===== src/verilog/port_strobe_consts.svh =====
// Constants for the port strobe decoder
`ifndef PORT_STROBE_CONSTS_SVH
`define PORT_STROBE_CONSTS_SVH
`define CLK_PERIOD_NS 10
`define INSTR_PERIOD_NS 250
`define MARKER_PULSE_NS 65
`define MARKER_CYCLES ((`MARKER_PULSE_NS + `CLK_PERIOD_NS - 1) / `CLK_PERIOD_NS)
`define INSTR_CYCLES (`INSTR_PERIOD_NS / `CLK_PERIOD_NS)
`define HALF_CYCLES (`INSTR_CYCLES / 2)
`define EXT_RD_LSB 0
`define EXT_WR_LSB 4
`define EXT_WR_EN_BIT 7
`define EXT_RD_EN_BIT 3
`define EXT_BIT_SEL_BIT 7
`define IADDR_USED 10
`define IWORD_W 16
`define PORT_W 8
`define BITS_RESET 8'h00
`define OUT_RESET 8'h00
`endif


===== src/verilog/port_strobe_pkg.sv =====
// Types for the port strobe decoder
package port_strobe_pkg;
   typedef logic [7:0] byte_t;
   typedef logic [2:0] sel_t;
   typedef enum logic [1:0] {
      PH_FIRST = 2'b00,
      PH_SECOND = 2'b01,
      PH_MARK = 2'b10
   } phase_t;
endpackage : port_strobe_pkg

===== src/verilog/one_of_eight.sv =====
// Registered 1-of-8 decoder with enable
`timescale 1ns/1ns
module one_of_eight (
   input wire logic core_clk,
   input wire logic rst_b,
   input wire logic clkEn,
   input wire logic en,
   input wire port_strobe_pkg::sel_t sel,
   output logic [7:0] strobe
);
   import port_strobe_pkg::*;
   logic [7:0] dec;
   assign dec = en ? (8'h01 << sel) : 8'h00;
   always_ff @(posedge core_clk or negedge rst_b) begin
      if (!rst_b) begin
         strobe <= 8'h00;
      end else if (clkEn) begin
         strobe <= dec;
      end
   end
endmodule : one_of_eight


===== src/verilog/port_strobe_decoder.sv =====
// Fast port select decoder and internal bus control
`timescale 1ns/1ns
`include "port_strobe_consts.svh"
module port_strobe_decoder #(
   parameter int ADDR_W = `IADDR_USED
) (
   input wire logic core_clk,
   input wire logic rst_b,
   input wire logic clkEn,
   input wire logic [13:0] procAddrRev,
   input wire logic [`IWORD_W-1:0] romWord,
   input wire port_strobe_pkg::byte_t extByte,
   input wire logic ramSelect,
   input wire port_strobe_pkg::byte_t procDataOutRev,
   input wire port_strobe_pkg::byte_t portBusIn_n,
   input wire port_strobe_pkg::byte_t srcData,
   output logic [ADDR_W-1:0] romAddr,
   output logic [`IWORD_W-1:0] instrWordRev,
   output logic marker,
   output logic directionStrobe,
   output logic [7:0] readStrobe,
   output logic [7:0] writeStrobe,
   output port_strobe_pkg::byte_t bitPorts,
   output port_strobe_pkg::byte_t portBusOut_n,
   output logic portBusOe,
   output port_strobe_pkg::byte_t procDataIn,
   output logic ramCs_n,
   output logic ramWe_n,
   output port_strobe_pkg::byte_t outPort0
);
   import port_strobe_pkg::*;

   localparam logic [4:0] INSTR_LAST = 5'(`INSTR_CYCLES - 1);
   localparam logic [4:0] HALF = 5'(`HALF_CYCLES);
   localparam logic [4:0] MARK_START = 5'(`INSTR_CYCLES - `MARKER_CYCLES);

   // **********************************************
   // Bit order reversal
   // **********************************************
   function automatic byte_t rev8(input byte_t v);
      byte_t r;
      r = 8'h00;
      for (int i = 0; i < 8; i++) begin
         r[i] = v[7-i];
      end
      return r;
   endfunction : rev8

   // **********************************************
   // Input synchronisers
   // **********************************************
   byte_t extMeta_q, extSync_q;
   byte_t busMeta_q, busSync_q;
   byte_t srcMeta_q, srcSync_q;
   logic rbMeta_q, rbSync_q;
   always_ff @(posedge core_clk or negedge rst_b) begin
      if (!rst_b) begin
         extMeta_q <= 8'h00;
         extSync_q <= 8'h00;
         busMeta_q <= 8'hFF;
         busSync_q <= 8'hFF;
         srcMeta_q <= 8'h00;
         srcSync_q <= 8'h00;
         rbMeta_q <= 1'b0;
         rbSync_q <= 1'b0;
      end else if (clkEn) begin
         extMeta_q <= extByte;
         extSync_q <= extMeta_q;
         busMeta_q <= portBusIn_n;
         busSync_q <= busMeta_q;
         srcMeta_q <= srcData;
         srcSync_q <= srcMeta_q;
         rbMeta_q <= ramSelect;
         rbSync_q <= rbMeta_q;
      end
   end

   // **********************************************
   // Instruction timing
   // **********************************************
   logic [4:0] tick_q, tick_d;
   phase_t phase_q, phase_d;
   assign tick_d = (tick_q == INSTR_LAST) ? 5'h00 : tick_q + 5'h01;
   always_comb begin
      phase_d = phase_q;
      case (phase_q)
         PH_FIRST: if (tick_d == HALF) phase_d = PH_SECOND;
         PH_SECOND: if (tick_d == MARK_START) phase_d = PH_MARK;
         PH_MARK: if (tick_d == 5'h00) phase_d = PH_FIRST;
         default: phase_d = PH_FIRST;
      endcase
   end
   wire markEnd = (phase_q == PH_MARK) && (phase_d == PH_FIRST);
   wire secondHalf = (phase_d != PH_FIRST);
   always_ff @(posedge core_clk or negedge rst_b) begin
      if (!rst_b) begin
         tick_q <= 5'h00;
         phase_q <= PH_FIRST;
      end else if (clkEn) begin
         tick_q <= tick_d;
         phase_q <= phase_d;
      end
   end

   // **********************************************
   // Extension byte capture
   // **********************************************
   // Held a whole instruction so strobes never glitch mid-cycle
   logic [3:0] wrLatch_q;
   sel_t rdSel_q;
   logic rdEn_q, bitVal_q;
   always_ff @(posedge core_clk or negedge rst_b) begin
      if (!rst_b) begin
         wrLatch_q <= 4'h0;
         rdSel_q <= 3'h0;
         rdEn_q <= 1'b0;
         bitVal_q <= 1'b0;
      end else if (clkEn && markEnd) begin
         wrLatch_q <= extSync_q[`EXT_WR_LSB +: 4];
         rdSel_q <= extSync_q[`EXT_RD_LSB +: 3];
         rdEn_q <= extSync_q[`EXT_RD_EN_BIT];
         bitVal_q <= procDataOutRev[0];
      end
   end
   wire sel_t wrSel = wrLatch_q[2:0];
   wire wrEn = wrLatch_q[3];
   wire leftBank = !rbSync_q;
   wire rdActive = leftBank && rdEn_q && !secondHalf && (phase_d != PH_MARK);
   wire wrActive = leftBank && wrEn && secondHalf && (phase_d != PH_MARK);
   // Bit ports use the write select as a latch address when write enable is clear
   wire bitActive = leftBank && !wrEn && (phase_d == PH_SECOND);

   logic [7:0] rdDec, wrDec;
   one_of_eight uRd (
      .core_clk(core_clk),
      .rst_b(rst_b),
      .clkEn(clkEn),
      .en(rdActive),
      .sel(rdSel_q),
      .strobe(rdDec)
   );
   assign readStrobe = rdDec;
   always_ff @(posedge core_clk or negedge rst_b) begin
      if (!rst_b) begin
         writeStrobe <= 8'h00;
      end else if (clkEn) begin
         writeStrobe <= wrActive ? (8'h01 << wrSel) : 8'h00;
      end
   end
   assign wrDec = writeStrobe;

   // **********************************************
   // Addressable bit latch
   // **********************************************
   always_ff @(posedge core_clk or negedge rst_b) begin
      if (!rst_b) begin
         bitPorts <= `BITS_RESET;
      end else if (clkEn && bitActive) begin
         bitPorts[wrSel] <= bitVal_q;
      end
   end

   // **********************************************
   // Bus control and RAM
   // **********************************************
   byte_t heldSrc_q;
   logic wrPrev_q;
   always_ff @(posedge core_clk or negedge rst_b) begin
      if (!rst_b) begin
         heldSrc_q <= 8'h00;
         directionStrobe <= 1'b0;
         marker <= 1'b0;
         portBusOe <= 1'b0;
         portBusOut_n <= 8'hFF;
         procDataIn <= 8'h00;
         ramCs_n <= 1'b1;
         ramWe_n <= 1'b1;
         wrPrev_q <= 1'b0;
         outPort0 <= `OUT_RESET;
         romAddr <= '0;
         instrWordRev <= '0;
      end else if (clkEn) begin
         if (phase_d == PH_MARK) heldSrc_q <= srcSync_q;
         directionStrobe <= secondHalf;
         marker <= (phase_d == PH_MARK);
         portBusOe <= secondHalf;
         portBusOut_n <= ~rev8(procDataOutRev);
         if (!secondHalf) procDataIn <= rev8(~busSync_q);
         ramCs_n <= !rbSync_q;
         ramWe_n <= !(rbSync_q && wrPrev_q && !secondHalf);
         wrPrev_q <= secondHalf;
         // Latches what the processor drives, not the slow synchronised copy
         if (wrDec[0]) outPort0 <= ~portBusOut_n;
         romAddr <= procAddrRev[ADDR_W-1:0];
         if (phase_d == PH_MARK) instrWordRev <= romWord;
      end
   end

   // **********************************************
   // Checks
   // **********************************************
   AST_ONEHOT_RD: assert property (@(posedge core_clk) disable iff (!rst_b) $onehot0(readStrobe))
      else $error("multiple read strobes");
   AST_ONEHOT_WR: assert property (@(posedge core_clk) disable iff (!rst_b) $onehot0(writeStrobe))
      else $error("multiple write strobes");
   AST_RD_FIRST: assert property (@(posedge core_clk) disable iff (!rst_b) (readStrobe != 8'h00) |-> !directionStrobe)
      else $error("read strobe in second half");
   AST_WR_SECOND: assert property (@(posedge core_clk) disable iff (!rst_b) (writeStrobe != 8'h00) |-> directionStrobe)
      else $error("write without direction strobe");
   AST_MARK_RD: assert property (@(posedge core_clk) disable iff (!rst_b) marker |-> (readStrobe == 8'h00))
      else $error("read strobe during marker");
   AST_MARK_LEN: assert property (@(posedge core_clk) disable iff (!rst_b || !clkEn)
      $rose(marker) |-> marker[*7] ##1 !marker)
      else $error("marker width wrong");
   AST_OE: assert property (@(posedge core_clk) disable iff (!rst_b) portBusOe |-> directionStrobe)
      else $error("bus driven in first half");
   AST_PERIOD: assert property (@(posedge core_clk) disable iff (!rst_b || !clkEn) $rose(marker) |-> ##25 $rose(marker))
      else $error("instruction period wrong");
   AST_BANK_QUIET: assert property (@(posedge core_clk) disable iff (!rst_b)
      ((readStrobe | writeStrobe) != 8'h00) |-> ramCs_n)
      else $error("left bank strobe during RAM access");
   AST_OE_DIR: assert property (@(posedge core_clk) disable iff (!rst_b)
      portBusOe == directionStrobe)
      else $error("bus enable differs from direction strobe");
endmodule : port_strobe_decoder


===== config.mk =====
export PLATFORM = sky130hd
export DESIGN_NAME = port_strobe_decoder
export DESIGN_NICKNAME = d
export VERILOG_FILES = /design/src/verilog/port_strobe_pkg.sv /design/src/verilog/one_of_eight.sv /design/src/verilog/port_strobe_decoder.sv
export VERILOG_INCLUDE_DIRS = /design/src /design/src/verilog
export SDC_FILE = /design/constraint.sdc
export NUM_CORES = 1
export LEC_CHECK = 0
export BUFFER_PORTS_ARGS = -buffer_cell sky130_fd_sc_hd__buf_2
export CORE_UTILIZATION = 45
export CTS_CLUSTER_DIAMETER = 200
export DETAILED_ROUTE_END_ITERATION = 8
export PLACE_DENSITY = 0.7
export RECOVER_POWER = 100
export SLEW_MARGIN = 30
export SYNTH_ARGS = -nofsm -noshare
export SYNTH_HDL_FRONTEND = slang
export SYNTH_SLANG_ARGS = --single-unit

===== constraint.sdc =====
create_clock -name core_clk -period 3.9 [get_ports core_clk]
set_input_delay 0.585 -clock core_clk [delete_from_list [all_inputs] [get_ports core_clk]]
set_output_delay 0.585 -clock core_clk [all_outputs]
set_load 0.005 [all_outputs]

==> flow_metrics.tcl <==
set metrics [dict create \
    wirelength_microns 9980 \
    grt_use_met3 0.0771 \
    setup_slack_ns 0.969 \
    grt_max_degree 86 \
    synthSimpleGateAreaFrac 0.0781 \
    violations "max-capacitance violations, max-slew violations" \
    tightest_slew_ns 2.07 \
    path_delay_family "buffers and inverters" \
    crit_type "in -> reg" \
    syn_avg_cell_area_sq_um 13.3 \
    cts.htree.levels 4 \
    ys_seq_elements 128 \
    irDropWorstVdd_mv 0.466 \
    yosys_warnings 0 \
    drv_slew 86 \
    chipHeight_microns 110 \
    postSynthCellCount 391 \
    firstDrtPassIters 5 \
    cp_slowest_cell "clkbuf_2" \
    synth-compound-area-share 0.0846 \
    fin_worst_skew_ns 0.00986 \
    worstPathCellList "clkbuf_1 -> clkbuf_2 -> o31a_1 -> nor3b_1 -> buf_4 -> mux2_2" \
    grt_pass1_vias 3635 \
    crit_path_start "clkEn" \
    antennaDiodeCount 0 \
    hold_path_class "in -> reg" \
    clk_pin_slew_worst_paths_ns 0.05 \
    p_int_mw 3.09 \
    io_pins 145 \
    regMostFlops "instrWordRev" \
    yosysMostFrequentCell "dfrtp_1" \
    ant_nets 0 \
    synth.top_cell.area_share 0.491 \
    synth_area_sq_um 5200 \
    drive_gt1_frac 0.375 \
    synthArstFlopShare 1.00 \
    worst-path-buf-inv 3 \
    core_area_sq_um 11000 \
    start_kind "primary input" \
    critPathArrivalTime_ns 3.22 \
    drt_iter0_drc 121 \
    ctsResizeCount 0 \
    top_usage_layer "met2" \
    ys_top_cells_by_area "dfrtp_1 (49%), mux2_2 (15%), dfstp_2 (13%), o21ai_0 (2.8%), nand2_1 (2.5%)" \
    critPathMaxStageDelay_ns 1.03 \
    syn_nets 460 \
    setup_violations 0 \
    gr-usage-met2 0.296 \
    largest_register_ff_count 16 \
    clk_latency_ns 0.41 \
    cts_tree "done" \
    p_sw_mw 1.24 \
    hpwlAfterDp_microns 6840 \
    totalPowerFinal_mw 4.33 \
    drc 0 \
    nets 597 \
    grt_first_pass_wirelength_microns 16700 \
    use_met1 0.216 \
    final.fill_count 978 \
    die_x_microns 110 \
    place.gp.congestion 0.776 \
    wl_per_cell_microns 14.7 \
    r2r-start "tick_q[0]" \
    area_delta_synth_final_pct 23.7 \
    initial_core_util 0.472 \
    pre_cts_slack_ns 0.974 \
    power.share.clock 0.343 \
    hold_viol 0 \
    sw_frac_of_total 0.286 \
    post_cts_buffers 0 \
    netlist-cell-type-count 48 \
    synth_top_family_by_area "multiplexers" \
    path_max_fanout 52 \
    rsz0062_at_grt "false" \
    fmax_ghz 0.341 \
    antenna_found_initial 0 \
    via_per_inst 5.13 \
    rows 38 \
    min_period_ns 2.93 \
    end_kind "flop" \
    crit_required_ns 4.19 \
    max_slew_margin -0.381 \
    vias 3491 \
    top_regs "instrWordRev x16, romAddr x10" \
    synth_top_flop_cell "dfrtp_1" \
    synth_adder_area_share 0.00721 \
    clock_sinks 128 \
    clk_path_buf_depth 2 \
    drv_cap 1 \
    synth_commonest_cells "dfrtp_1 (102), mux2_2 (68), nand2_1 (35)" \
    ctsHoldBuffers 0 \
    synth_top_cell_by_area "dfrtp_1" \
    fin_setup_tns_ns 0 \
    leakagePower_nw 2.92 \
    yosys.area_share.xor_xnor 0.00337 \
    synth_edf_count 0 \
    holdCritStartpoint "procDataOutRev[3]" \
    dieArea_sq_um 12000 \
    grt_overflow 0 \
    p_seq_frac 0.444 \
    power.density_nw_per_um2 673 \
    timing.final.crit_share 0.752 \
    status "complete, but fails checks" \
    cts_buffers 17 \
    synth.mux.area_fraction 0.172 \
    seq_area_frac_synth 0.622 \
    port_buffers 132 \
    clockRootBuffer "clkbuf_16" \
    grtUsageTotal 0.183 \
    comb_power_share 0.213 \
]
## worst paths after layout
path,end,slack [ns],depth (start not counted)
worst min register to register,procDataIn[7],0.48,2
max in group asynchronous,extMeta_q[1],1.47,2
worst max-delay path,rdSel_q[1],0.97,6
min in group asynchronous,outPort0[5],0.77,1
worst min-delay path,portBusOut_n[4],0.34,2
worst max register to register,instrWordRev[15],1.01,8
## kinds of logic (layout without fill, tap and decap cells)
logic type,Yosys count,in the layout
adders and majority gates,3,3
DFF,128,128
xor gates and xnor gates,2,2
and+or+nand+nor,78,78
buffers and inverters,39,189
muxes,77,77
AOI/OAI and AO/OA,64,64
## routing by layer
| metal | vias to the layer above | part of all wire |
|---|---|---|
| li1 | 1660 | - |
| met3 | 13 | 0.076 |
| met1 | 1708 | 0.44 |
| met2 | 110 | 0.47 |
| met5 | - | 0 |
| met4 | 0 | 0.013 |
## cells in the final DEF (no fill, tap or decap), types with 3 or more instances in the layout
master / netlist / final
dfrtp_1: 102 / 102
o32ai_1: 10 / 10
clkbuf_16: 0 / 17
nor2_1: 11 / 11
a21o_1: 4 / 4
a21oi_1: 3 / 3
dfstp_2: 26 / 17
o21ai_0: 29 / 29
nand2_1: 35 / 35
clkbuf_8: 0 / 5
mux2_2: 68 / 68
o2bb2ai_1: 6 / 6
nor4b_1: 3 / 4
inv_1: 19 / 19
or3_1: 4 / 4
mux2_1: 2 / 9
dfstp_1: 0 / 9
buf_2: 3 / 85
clkbuf_1: 12 / 52
buf_4: 2 / 3
nand3_1: 3 / 3
ha_1: 3 / 3
nor4_1: 5 / 6
## power by group through the flow
| stage | Clock [mW] | Combinational, mW | Sequential [mW] |
|---|---|---|---|
| floorplan | 0 | 0.650 | 1.91 |
| global placement | 0 | 0.991 | 1.92 |
| detailed placement | 0 | 1.02 | 1.95 |
| CTS | 1.52 | 1.03 | 1.93 |
| global route | 1.58 | 1.05 | 1.98 |
| finish | 1.49 | 0.922 | 1.92 |
## through the flow
| stage | area [sq um] | utilization | hold slack [ns] | instances |
|---|---|---|---|---|
| floorplan | 5200 | - | 0.289 | 391 |
| global placement | 5990 | 0.543 | 0.458 | 649 |
| detailed placement | 5990 | 0.543 | 0.465 | 649 |
| CTS | 6560 | 0.594 | 0.261 | 681 |
| global route | 6440 | 0.583 | 0.331 | 681 |
| finish | 6440 | 0.583 | 0.342 | 681 |
## layout make-up
type                            count  area, sq um  area share
Sequential cell                   128         3240       0.503
Multi-Input combinational cell    224         1750       0.272
Timing Repair Buffer              138          638      0.0991
Clock buffer                       27          513      0.0797
Tap cell                          140          175      0.0272
Inverter                           19         71.3      0.0111
Clock inverter                      5         55.1     0.00855
Note: power is estimated with default switching activity, not from simulation.
